--- config.mk ---
export PLATFORM = sky130hd
export DESIGN_NAME = alpd_top
export DESIGN_NICKNAME = d
export VERILOG_FILES = /design/src/alpd_pkg.sv /design/src/alpd_cmp_if.sv /design/src/alpd_top.sv /design/src/alpd_compare.sv
export SDC_FILE = /design/constraint.sdc
export NUM_CORES = 1
export LEC_CHECK = 0
export BUFFER_PORTS_ARGS = -buffer_cell sky130_fd_sc_hd__buf_2
export CAP_MARGIN = 20
export CORE_MARGIN = 5
export CORE_UTILIZATION = 55
export DETAILED_ROUTE_END_ITERATION = 16
export GPL_TIMING_DRIVEN = 0
export HOLD_SLACK_MARGIN = 0.02
export PLACE_DENSITY_LB_ADDON = 0.1
export SLEW_MARGIN = 20
export SYNTH_ARGS = -nofsm -noshare
export SYNTH_HDL_FRONTEND = slang
export SYNTH_HIERARCHICAL = 1
export SYNTH_SLANG_ARGS = --single-unit
export TNS_END_PERCENT = 100
--- constraint.sdc ---
create_clock -name clock -period 9.05 [get_ports clock]
set_input_delay 0.4525 -clock clock [delete_from_list [all_inputs] [get_ports clock]]
set_output_delay 0.4525 -clock clock [all_outputs]
set_load 0.005 [all_outputs]
--- src/alpd_pkg.sv ---
// shared constants and types of the level and pulse detector
package alpd_pkg;
    // register offsets on the host register port
    localparam logic [7:0] ADDR_FLAGS       = 8'h0a;
    localparam logic [7:0] ADDR_DOUBLE      = 8'h0c;
    localparam logic [7:0] ADDR_CFG1        = 8'h18;
    localparam logic [7:0] ADDR_CFG2        = 8'h19;
    localparam logic [7:0] ADDR_LVL_TH      = 8'h1a;
    localparam logic [7:0] ADDR_PULSE_TH    = 8'h1b;
    localparam logic [7:0] ADDR_PULSE_WIDTH = 8'h1c;
    localparam logic [7:0] ADDR_LATENCY     = 8'h1d;
    localparam logic [7:0] ADDR_WINDOW      = 8'h1e;

    // control_register_one fields
    localparam int CFG1_SIGN_OPT = 6;
    localparam int CFG1_Z_DIS    = 5;
    localparam int CFG1_Y_DIS    = 4;
    localparam int CFG1_X_DIS    = 3;
    // control_register_two fields
    localparam int         CFG2_LEVEL_COMBINE = 0;
    localparam int         CFG2_PULSE_COMBINE = 1;
    localparam logic [7:0] CFG2_MASK          = 8'h07;

    // flag register fields, axis index 0 is x
    localparam int FLAG_LEVEL_EVENT = 0;
    localparam int FLAG_PULSE_EVENT = 1;
    localparam int FLAG_PULSE_AXES  = 2;
    localparam int FLAG_LEVEL_AXES  = 5;
    localparam int DOUBLE_BIT       = 0;

    localparam logic [7:0] RESET_VALUE = 8'h00;

    // timing: half millisecond base tick
    localparam int CLOCK_MHZ      = 25;
    localparam int HALF_MS_US     = 500;
    localparam int HALF_MS_CYCLES = CLOCK_MHZ * HALF_MS_US;

    typedef enum logic [2:0] {
        PS_IDLE,
        PS_FIRST,
        PS_LATENCY,
        PS_WINDOW,
        PS_SECOND,
        PS_HOLD
    } alpd_pulse_e;
endpackage

--- src/alpd_cmp_if.sv ---
// carrier between the detector and one threshold comparator
interface alpd_cmp_if;
    logic [2:0][7:0] sample;
    logic [7:0]      threshold;
    logic            absMode;
    logic [2:0]      axisEn;
    logic [2:0]      above;
    logic [2:0]      below;

    modport user (
        output sample,
        output threshold,
        output absMode,
        output axisEn,
        input  above,
        input  below
    );
    modport cmp (
        input  sample,
        input  threshold,
        input  absMode,
        input  axisEn,
        output above,
        output below
    );
endinterface

--- src/alpd_top.sv ---
// level and pulse motion/freefall detector with host registers
// What this block does
// - option bit clear compares magnitudes, sign ignored
// - set disable bit excludes that axis
// - x disable sits at bit 3
// - level combine set: all enabled axes below
// - level combine clear: any enabled axis above
// - level threshold is sixteenth g per count
// - pulse OR mode detects single or double pulse
// - pulse counts only if shorter than pulse width
// - pulse AND: below longer than latency flags
// - level detection has no timer qualification
// - threshold comparison at sixteen counts per g
// - latency counts one millisecond per count
module alpd_top #(
    parameter int unsigned HALF_MS_CYCLES = alpd_pkg::HALF_MS_CYCLES
) (
    // clock and reset
    input  wire logic       clock,
    input  wire logic       rstn,
    // host register port
    input  wire logic [7:0] regAddr,
    input  wire logic       regWrEn,
    input  wire logic [7:0] regWrData,
    input  wire logic       regRdEn,
    output logic      [7:0] regRdData,
    output logic            regRdValid,
    // acceleration samples, 16 counts per g
    input  wire logic [7:0] sampleX,
    input  wire logic [7:0] sampleY,
    input  wire logic [7:0] sampleZ,
    input  wire logic       sampleValid,
    // sticky event flags
    output logic            levelEvent,
    output logic            pulseEvent
);
    localparam int DIV_W = $clog2(HALF_MS_CYCLES);

    if (HALF_MS_CYCLES < 2) begin : g_check
        $error("HALF_MS_CYCLES must be at least 2");
    end

    typedef struct packed {
        logic [7:0]           cfg1;
        logic [7:0]           cfg2;
        logic [7:0]           lvlTh;
        logic [7:0]           pulseTh;
        logic [7:0]           pulseWidth;
        logic [7:0]           latency;
        logic [7:0]           window;
        logic [7:0]           flags;
        logic [7:0]           dbl;
        logic [7:0]           rdData;
        logic                 rdValid;
        alpd_pkg::alpd_pulse_e pstate;
        logic [8:0]           timer;
        logic [2:0]           pulseAxes;
        logic [DIV_W-1:0]     divCnt;
        logic                 halfTick;
        logic                 msPhase;
    } alpd_state_s;

    alpd_state_s state_reg;
    alpd_state_s state_next;

    alpd_cmp_if lvlCmp ();
    alpd_cmp_if pulseCmp ();

    logic [2:0] axisEn;
    logic       msTick;

    // cleared disable bit enables the axis
    assign axisEn = ~{state_reg.cfg1[alpd_pkg::CFG1_Z_DIS],
                      state_reg.cfg1[alpd_pkg::CFG1_Y_DIS],
                      state_reg.cfg1[alpd_pkg::CFG1_X_DIS]};
    // millisecond tick is every second half tick
    assign msTick = state_reg.halfTick & state_reg.msPhase;

    // raw counts compared, scale fixed by sample format
    assign lvlCmp.sample      = {sampleZ, sampleY, sampleX};
    assign lvlCmp.threshold   = state_reg.lvlTh;
    // absolute when the option bit is clear
    assign lvlCmp.absMode     = ~state_reg.cfg1[alpd_pkg::CFG1_SIGN_OPT];
    assign lvlCmp.axisEn      = axisEn;
    assign pulseCmp.sample    = {sampleZ, sampleY, sampleX};
    assign pulseCmp.threshold = state_reg.pulseTh;
    assign pulseCmp.absMode   = ~state_reg.cfg1[alpd_pkg::CFG1_SIGN_OPT];
    assign pulseCmp.axisEn    = axisEn;

    alpd_compare u_lvlCmp (
        .port (lvlCmp.cmp)
    );
    alpd_compare u_pulseCmp (
        .port (pulseCmp.cmp)
    );

    always_comb begin
        logic       lvlAnd;
        logic       pAnd;
        logic       pAbove;
        logic       pAllBelow;
        logic       timed;
        lvlAnd    = state_reg.cfg2[alpd_pkg::CFG2_LEVEL_COMBINE];
        pAnd      = state_reg.cfg2[alpd_pkg::CFG2_PULSE_COMBINE];
        pAbove    = |pulseCmp.above;
        // no enabled axis must not read as freefall
        pAllBelow = (pulseCmp.below == axisEn) && (|axisEn);
        timed     = 1'b0;
        state_next = state_reg;
        state_next.rdValid = 1'b0;

        // half millisecond divider
        if (state_reg.divCnt == DIV_W'(HALF_MS_CYCLES - 1)) begin
            state_next.divCnt   = '0;
            state_next.halfTick = 1'b1;
        end else begin
            state_next.divCnt   = state_reg.divCnt + 1'b1;
            state_next.halfTick = 1'b0;
        end
        if (state_reg.halfTick) begin
            state_next.msPhase = ~state_reg.msPhase;
        end

        if (regRdEn) begin
            state_next.rdValid = 1'b1;
            unique case (regAddr)
                alpd_pkg::ADDR_FLAGS:       state_next.rdData = state_reg.flags;
                alpd_pkg::ADDR_DOUBLE:      state_next.rdData = state_reg.dbl;
                alpd_pkg::ADDR_CFG1:        state_next.rdData = state_reg.cfg1;
                alpd_pkg::ADDR_CFG2:        state_next.rdData = state_reg.cfg2;
                alpd_pkg::ADDR_LVL_TH:      state_next.rdData = state_reg.lvlTh;
                alpd_pkg::ADDR_PULSE_TH:    state_next.rdData = state_reg.pulseTh;
                alpd_pkg::ADDR_PULSE_WIDTH: state_next.rdData = state_reg.pulseWidth;
                alpd_pkg::ADDR_LATENCY:     state_next.rdData = state_reg.latency;
                alpd_pkg::ADDR_WINDOW:      state_next.rdData = state_reg.window;
                default:                    state_next.rdData = alpd_pkg::RESET_VALUE;
            endcase
        end

        if (regWrEn) begin
            unique case (regAddr)
                alpd_pkg::ADDR_FLAGS:
                    state_next.flags = state_reg.flags & ~regWrData;
                alpd_pkg::ADDR_DOUBLE:
                    state_next.dbl = state_reg.dbl & ~regWrData;
                // x disable lands at bit 3 with the byte
                alpd_pkg::ADDR_CFG1:        state_next.cfg1 = regWrData;
                alpd_pkg::ADDR_CFG2:
                    state_next.cfg2 = regWrData & alpd_pkg::CFG2_MASK;
                // threshold kept as raw sixteenth g counts
                alpd_pkg::ADDR_LVL_TH:      state_next.lvlTh = regWrData;
                alpd_pkg::ADDR_PULSE_TH:    state_next.pulseTh = regWrData;
                alpd_pkg::ADDR_PULSE_WIDTH: state_next.pulseWidth = regWrData;
                alpd_pkg::ADDR_LATENCY:     state_next.latency = regWrData;
                alpd_pkg::ADDR_WINDOW:      state_next.window = regWrData;
                default: ;
            endcase
        end

        // level result from this sample only
        if (sampleValid) begin
            if (lvlAnd) begin
                // freefall needs every enabled axis below
                if ((lvlCmp.below == axisEn) && (|axisEn)) begin
                    state_next.flags[alpd_pkg::FLAG_LEVEL_EVENT] = 1'b1;
                    state_next.flags[alpd_pkg::FLAG_LEVEL_AXES +: 3] =
                        state_next.flags[alpd_pkg::FLAG_LEVEL_AXES +: 3]
                        | lvlCmp.below;
                end
            end else if (|lvlCmp.above) begin
                // any enabled axis above is motion
                state_next.flags[alpd_pkg::FLAG_LEVEL_EVENT] = 1'b1;
                state_next.flags[alpd_pkg::FLAG_LEVEL_AXES +: 3] =
                    state_next.flags[alpd_pkg::FLAG_LEVEL_AXES +: 3]
                    | lvlCmp.above;
            end
        end

        // pulse widths run on half ms, other phases on whole ms
        if (!pAnd && (state_reg.pstate == alpd_pkg::PS_FIRST ||
                      state_reg.pstate == alpd_pkg::PS_SECOND)) begin
            timed = state_reg.halfTick;
        end else begin
            timed = msTick;
        end
        if (timed && state_reg.timer != 9'h1ff) begin
            state_next.timer = state_reg.timer + 1'b1;
        end

        unique case (state_reg.pstate)
            alpd_pkg::PS_IDLE: begin
                state_next.timer = '0;
                // OR selection looks for pulses above
                if (sampleValid && (pAnd ? pAllBelow : pAbove)) begin
                    state_next.pstate    = alpd_pkg::PS_FIRST;
                    state_next.pulseAxes = pAnd ? axisEn : pulseCmp.above;
                end
            end
            alpd_pkg::PS_FIRST: begin
                if (pAnd) begin
                    if (sampleValid && !pAllBelow) begin
                        state_next.pstate = alpd_pkg::PS_IDLE;
                    end else if (state_reg.timer > {1'b0, state_reg.latency}) begin
                        state_next.flags[alpd_pkg::FLAG_PULSE_EVENT] = 1'b1;
                        state_next.flags[alpd_pkg::FLAG_PULSE_AXES +: 3] =
                            state_next.flags[alpd_pkg::FLAG_PULSE_AXES +: 3]
                            | state_reg.pulseAxes;
                        state_next.pstate = alpd_pkg::PS_HOLD;
                    end
                // held too long is no pulse
                end else if (state_reg.timer > {1'b0, state_reg.pulseWidth}) begin
                    state_next.pstate = alpd_pkg::PS_HOLD;
                end else if (sampleValid && !pAbove) begin
                    state_next.flags[alpd_pkg::FLAG_PULSE_EVENT] = 1'b1;
                    state_next.flags[alpd_pkg::FLAG_PULSE_AXES +: 3] =
                        state_next.flags[alpd_pkg::FLAG_PULSE_AXES +: 3]
                        | state_reg.pulseAxes;
                    state_next.timer  = '0;
                    state_next.pstate = alpd_pkg::PS_LATENCY;
                end else if (sampleValid) begin
                    state_next.pulseAxes = state_reg.pulseAxes | pulseCmp.above;
                end
            end
            alpd_pkg::PS_LATENCY: begin
                if (state_reg.timer >= {1'b0, state_reg.latency}) begin
                    state_next.timer  = '0;
                    state_next.pstate = alpd_pkg::PS_WINDOW;
                end
            end
            alpd_pkg::PS_WINDOW: begin
                if (state_reg.timer >= {1'b0, state_reg.window}) begin
                    state_next.pstate = alpd_pkg::PS_IDLE;
                end else if (sampleValid && pAbove) begin
                    state_next.timer  = '0;
                    state_next.pstate = alpd_pkg::PS_SECOND;
                end
            end
            alpd_pkg::PS_SECOND: begin
                // second pulse also bounded by width
                if (state_reg.timer > {1'b0, state_reg.pulseWidth}) begin
                    state_next.pstate = alpd_pkg::PS_HOLD;
                end else if (sampleValid && !pAbove) begin
                    state_next.flags[alpd_pkg::FLAG_PULSE_EVENT] = 1'b1;
                    state_next.dbl[alpd_pkg::DOUBLE_BIT] = 1'b1;
                    state_next.pstate = alpd_pkg::PS_IDLE;
                end
            end
            alpd_pkg::PS_HOLD: begin
                // wait for the condition to end, avoids retriggering
                if (sampleValid && (pAnd ? !pAllBelow : !pAbove)) begin
                    state_next.pstate = alpd_pkg::PS_IDLE;
                end
            end
            default: state_next.pstate = alpd_pkg::PS_IDLE;
        endcase
    end

    always_ff @(posedge clock or negedge rstn) begin
        if (!rstn) begin
            state_reg <= '0;
        end else begin
            state_reg <= state_next;
        end
    end

    assign regRdData  = state_reg.rdData;
    assign regRdValid = state_reg.rdValid;
    assign levelEvent = state_reg.flags[alpd_pkg::FLAG_LEVEL_EVENT];
    assign pulseEvent = state_reg.flags[alpd_pkg::FLAG_PULSE_EVENT];
endmodule

--- src/alpd_compare.sv ---
// per-axis threshold comparator, absolute or signed
module alpd_compare (
    // comparison request and result
    alpd_cmp_if.cmp port
);
    // nine bits so that the magnitude of -128 still fits
    function automatic logic signed [8:0] operand(
        input logic [7:0] v,
        input logic       absMode
    );
        logic signed [8:0] s;
        s = {v[7], v};
        if (absMode && s < 0) begin
            s = -s;
        end
        return s;
    endfunction

    always_comb begin
        for (int i = 0; i < 3; i++) begin
            port.above[i] = port.axisEn[i] &&
                (operand(port.sample[i], port.absMode) >
                 operand(port.threshold, port.absMode));
            port.below[i] = port.axisEn[i] &&
                (operand(port.sample[i], port.absMode) <
                 operand(port.threshold, port.absMode));
        end
    end
endmodule

## Yosys cells after proc, flatten, opt, wreduce, memory -nomap -nowiden

Cells that the tools add are included.

| storage, ports and cells | value |
|---|---|
| register bits after elaboration | 107 |
| input port bits | 45 |
| output and inout bits | 11 |
| logic and storage cells | 188 |

| operators by class | value |
|---|---|
| add/subtract/negate cells | 7 |
| $lt $le $gt $ge | 21 |
| eq/ne operators | 29 |
| muxes and demuxes | 57 |
| bitwise logic cells | 11 |
| reduce and logical (&&, ||, !) cells | 45 |

Operators by type and width:

| kind | count |
|---|---|
| $pmux 8 s9 | 1 |
| $mux 9 | 7 |
| $mux 12 | 5 |
| $eq 8x5->1 const B | 7 |
| $gt 9x9->1 | 6 |
| $lt 9x9->1 | 6 |
| $mux 3 | 18 |
| $neg 8->9 | 5 |
| $lt 8x1->1 const B | 5 |
| $pmux 9 s4 | 1 |
| $logic_and 1x1->1 | 26 |
| $mux 4 | 5 |
| $ge 9x8->1 | 2 |
| $gt 9x8->1 | 2 |
| $pmux 3 s6 | 1 |
| $and 8x8->8 | 2 |
| $eq 8x4->1 const B | 2 |
| $mux 16 | 1 |
| $mux 8 | 2 |
| $reduce_and 2->1 | 8 |
| $mux 15 | 1 |
| $add 14x1->14 const B | 1 |
| $eq 14x14->1 const B | 1 |
| $ne 2x2->1 const B | 7 |
| other kinds (24) | 48 |

## Depth between registers and ports, before layout

| logic depth | value |
|---|---|
| word-level depth | 12 |
| mapped depth | 18 |
| depth with buffers taken out | 18 |

## By module

Netlist, hierarchy kept.

Modules (own cells, without submodules):

| module | instances | cells an instance | area each (um^2) | sequential area each (um^2) |
|---|---|---|---|---|
| alpd_top | 1 | 574 | 5984.5 | 2677.6 |
| alpd_compare (u_lvlCmp) | 1 | 189 | 1418.9 | 0.0 |
| alpd_compare (u_pulseCmp) | 1 | 182 | 1355.0 | 0.0 |

## Least setup slack after synthesis

No wires, ideal clock.

| path | value |
|---|---|
| path kind | flip-flop to flip-flop |
| start | register state_reg[110] (netlist name) |
| end | register state_reg[28] (netlist name) |
| setup time | 0.125 ns |
| data arrival time | 3.874 ns |
| data required time | 8.925 ns |
| setup slack | 5.051 ns |
| stages on the path, launching flop included | 17 |
| path buffers | 0 |
| clock period less this slack | 3.999 ns |
| path through | dfrtp_1 > inv_1 > nand2_1 > mux2_2 > ha_1 > a21o_1 > a21oi_1 > maj3_1 > o21bai_1 > a211oi_1 > mux2i_1 > a21oi_1 > o21ai_0 > mux2i_1 > a2bb2oi_1 > o21a_1 > mux2_4 |

| on the way | value |
|---|---|
| longest elaborated chain between the ends | 12 |
| elaborated cells on any way between the ends | 43 |
| classes of those cells | order compare: 6; eq/ne: 7; mux: 9; bitwise: 1; reduce/logical: 20 |

RTL lines:

| what | RTL line | source |
|---|---|---|
| from (decl) | alpd_top.sv:63 | `alpd_state_s state_reg;` |
| from (signal assigned) | alpd_top.sv:262 | `state_reg <= state_next;` |
| $not 1->1 * | - |  |
| via lvlCmp.absMode | alpd_cmp_if.sv:5 | `logic absMode;` |
| $logic_and 1x1->1 | alpd_compare.sv:13 | `if (absMode && s < 0) begin` |
| $mux 9 | alpd_compare.sv:13 |  |
| $lt 9x9->1 * | alpd_compare.sv:25 | `(operand(port.sample[i], port.absMode) <` |
| $logic_and 1x1->1 * | alpd_compare.sv:24 | `port.below[i] = port.axisEn[i] &&` |
| via pulseCmp.below[0] | alpd_cmp_if.sv:8 | `logic [2:0] below;` |
| $eq 3x3->1 * | alpd_top.sv:107 | `pAllBelow = (pulseCmp.below == axisEn) && (\|axisEn);` |
| $logic_and 1x1->1 * | alpd_top.sv:107 |  |
| $logic_not 1->1 | alpd_top.sv:201, alpd_top.sv:250 |  |
| $logic_and 1x1->1 / $mux 1 (equally long branches) | alpd_top.sv:201, alpd_top.sv:250 |  |
| $mux 3 / $logic_and 1x1->1 (equally long branches) | alpd_top.sv:201, alpd_top.sv:250 |  |
| $mux 3 / $ne 2x2->1 (equally long branches) | - |  |
| $pmux 3 s6 / $reduce_and 7->1 (equally long branches) | - |  |

The timed path passes the listed nets; every way through them passes the cells marked *.
A chain may end at the register's enable or synchronous reset.

## Worst setup path after layout

Ends and elaborated chain as after synthesis.

==> reports/summary.txt <==
result of the run = complete, no violations
data arrival time at the worst-slack endpoint = 5.47 ns
fraction of the yosys area taken by sequential cells = 0.306
dpl cells = 1,214
instance count of the mapped netlist = 945
largest net degree at the start of global routing = 81
Overflow after GRT = 0
peak supply drop = 0.000117 V
buffers added on ports = 52
number of global-route vias before repair = 7,102
most used standard cell by instance count after synthesis = sky130_fd_sc_hd__dfrtp_1
Sink Count = 107
die width = 136 um
number of standard-cell rows in the floorplan = 46
Finished Layout Cells = 1,231
Crit Path Max Fanout = 13
number of fillers in the final layout = 1,392
count of distinct cell types in the synthesized netlist = 95
Inserted Clock Buffers = 9
post-route minimum period = 5.22 ns
total wire length after detailed routing = 23,500 um
part of the power in registers = 0.387
multiplexer area fraction after synthesis = 0.0973
combined flip-flop and latch cell area = 0.00268 mm^2
Max clock buf depth = 2
final total negative setup slack = 0 ns
via density per instance = 6.01
top cells by area in the synthesized netlist = sky130_fd_sc_hd__dfrtp_1, sky130_fd_sc_hd__ha_1, sky130_fd_sc_hd__mux2_2, sky130_fd_sc_hd__xnor2_1, sky130_fd_sc_hd__nor2_1
post-synthesis register bit count = 107
Setup crit end kind = register
Clock power frac = 0.304
Post-DRT Antenna Nets = 0
via count = 7,396
number of enable-type register cells in the synthesized netlist = 0
cell accounting for the most synthesized area = sky130_fd_sc_hd__dfrtp_1
switching component of the power = 0.468 mW
Die Height = 136 um
final RePlAce weighted congestion = 0.910
Starting DRT DRC Count = 616
power density normalized to cell area = 145 mW/mm^2
cell repeated most along the worst path = sky130_fd_sc_hd__mux2i_1
utilization after layout = 0.612
share of power burned in combinational logic = 0.309
Diodes inserted = 0
I/O pin count = 56
simple-gate area share of the yosys netlist = 0.183
Overall Global Routing Usage = 0.260
Syn-to-layout area delta = 10.2%
number of buffers added for setup after CTS = 0
first-pass detailed-route iteration total = 5
clock root buffer = sky130_fd_sc_hd__clkbuf_16
placed instance area = 0.00932 mm^2
count of pins over their slew limit = 0
routed wire length per instance = 19.1 um
mean post-synth cell area = 9.27 um^2
insertion delay of the later-clocked pin in the worst-skew pair = 0.36 ns
clock skew = 0.00641 ns
dominant combinational cell family by area after synthesis = simple AND/OR/NAND/NOR gates
crit-path max cell delay = 0.54 ns
Maximum Capacitance Violations = 0
most frequent cells after synthesis = sky130_fd_sc_hd__dfrtp_1, sky130_fd_sc_hd__nor2_1, sky130_fd_sc_hd__nand2_1, sky130_fd_sc_hd__ha_1, sky130_fd_sc_hd__mux2_2
cell chain of the critical path = inv_1, nand2_4, mux2i_1, ha_1, a21o_1, a21oi_1, maj3_1, o21bai_1, a211oi_1, mux2i_1, a21oi_1, o21ai_0, mux2i_1, a2bb2oi_1, o21a_1, mux2_4
internal cell power = 0.931 mW
worst hold-check path type = input port to register
crit start category = register
total count of hold-check failures in the final report = 0
Residual DRC = 0
Synth Area in XOR/XNOR = 0.0956
Synth Area in Adders = 0.0997
path type of the worst setup path = register to register
flip-flop cell with the highest count after synthesis = sky130_fd_sc_hd__dfrtp_1
worst slew margin relative to its limit = 0.537
area of the mapped netlist = 0.00876 mm^2
Switching Share = 0.335
depth of the CTS H-tree = 3
Leakage Power = 4.31 nW
compound-gate portion of the synthesized area = 0.173
clock tree from TritonCTS = done
library cell contributing the largest single delay on the critical path = sky130_fd_sc_hd__inv_1
yosys warns = 6
syn nets = 1,055
Hold-fix buffers, CTS = 1
unrepaired setup endpoints after global routing = false
fraction of synthesized cell area taken by the top area cell type = 0.306
final setup fails = 0
net count reported at finish = 1,120
Die Footprint = 0.0185 mm^2
global-route wire length before repair = 37,700 um
required time at the worst-slack endpoint = 9.30 ns
initial antenna violation count = 0
family with the most delay on the worst path = compound AO/OA/AOI/OAI gates
peak clock frequency supported by timing = 191 MHz
flip-flop count of the largest register, all copies and words added = 80
tightest hold margin = 0.211 ns
detailed placement HPWL = 17,700 um
fraction of final layout cells with drive strength greater than 1 = 0.186
slew at the pin closest to its max-slew limit = 0.690 ns
fin area = 0.00965 mm^2
share of flip-flops with an asynchronous set or reset after synthesis = 1.00
placeable core area = 0.0158 mm^2
clock slew at the register clock pins of the worst setup and hold paths = 0.07 ns
final worst path period share = 0.577
area of the multi-input gates = 0.00568 mm^2
buffers and inverters on the worst path = 1
Gates resized, CTS repair = 0
effective utilization at floorplan = 0.555
routing by layer:
layer	GRT usage	routed length, um	share of wire
met1	0.346	10400	0.44
met2	0.438	11300	0.48
met3	0.0348	1250	0.053
met4	0.0885	547	0.023
met5	0	0	0
logic make-up after synthesis:
kind of cell               Yosys count
xor gates and xnor gates            87
DFF                                107
muxes                               76
and+or+nand+nor                    312
buffers and inverters               92
AOI/OAI and AO/OA                  200
adders and majority gates           71
final cells by class:
class,instances,share of cell area
buffer,35,0.0193
clock buffer,12,0.0276
clock inverter,4,0.00570
inverter,57,0.0222
multi-input combinational,746,0.588
sequential,107,0.277
tap,216,0.0280
timing repair buffer,54,0.0315
final timing paths:
path | startpoint | endpoint | slack (ns) | cells past startpoint
hold reg to reg | state_reg[1] | state_reg[0] | 0.46 | 1
setup reg to reg | state_reg[110] | state_reg[28] | 3.83 | 16
hold / removal | regRdEn | regRdValid | 0.21 | 1
max in group asynchronous | rstn | state_reg[47] | 7.84 | 3
min in group asynchronous | rstn | state_reg[21] | 0.52 | 2
setup / recovery | state_reg[110] | state_reg[28] | 3.83 | 16
worst register-to-register path, cell delays in order, from the launching register on:
cell,delay [ns]
sky130_fd_sc_hd__dfrtp_1,0.43
sky130_fd_sc_hd__inv_1,0.54
sky130_fd_sc_hd__nand2_4,0.16
sky130_fd_sc_hd__mux2i_1,0.52
sky130_fd_sc_hd__ha_1,0.36
sky130_fd_sc_hd__a21o_1,0.18
sky130_fd_sc_hd__a21oi_1,0.15
sky130_fd_sc_hd__maj3_1,0.18
sky130_fd_sc_hd__o21bai_1,0.08
sky130_fd_sc_hd__a211oi_1,0.41
sky130_fd_sc_hd__mux2i_1,0.36
sky130_fd_sc_hd__a21oi_1,0.08
sky130_fd_sc_hd__o21ai_0,0.54
sky130_fd_sc_hd__mux2i_1,0.26
sky130_fd_sc_hd__a2bb2oi_1,0.34
sky130_fd_sc_hd__o21a_1,0.22
sky130_fd_sc_hd__mux2_4,0.30
through the flow:
stage	setup slack, ns	power (mW)
floorplan	5.05	0.851
global placement	3.91	0.969
detailed placement	3.87	0.975
finish	3.83	1.40
CTS	3.84	1.40
global route	3.52	1.47
layout by cell type, fill, tap and decap left out, drive strengths merged, types with 9 or more instances in the layout:
| cell | instances |
|---|---|
| nand2 | 72 |
| a211oi | 11 |
| xnor2 | 46 |
| nor2b | 19 |
| a21boi | 15 |
| nor3 | 24 |
| mux2i | 15 |
| a22o | 9 |
| nor2 | 93 |
| nand3 | 33 |
| clkbuf | 27 |
| a31oi | 21 |
| ha | 65 |
| inv | 59 |
| o21ai | 22 |
| buf | 73 |
| mux2 | 60 |
| dfrtp | 107 |
| nand2b | 10 |
| o211ai | 9 |
| a21oi | 36 |
| xor2 | 41 |
power by group through the flow:
stage,clock network (mW),logic [mW],registers [mW]
after floorplan,0,0.314,0.537
after global placement,0,0.420,0.549
after detailed placement,0,0.426,0.549
after CTS,0.431,0.430,0.540
after global routing,0.449,0.478,0.545
final,0.426,0.432,0.541
Note: power is estimated with default switching activity, not from simulation.
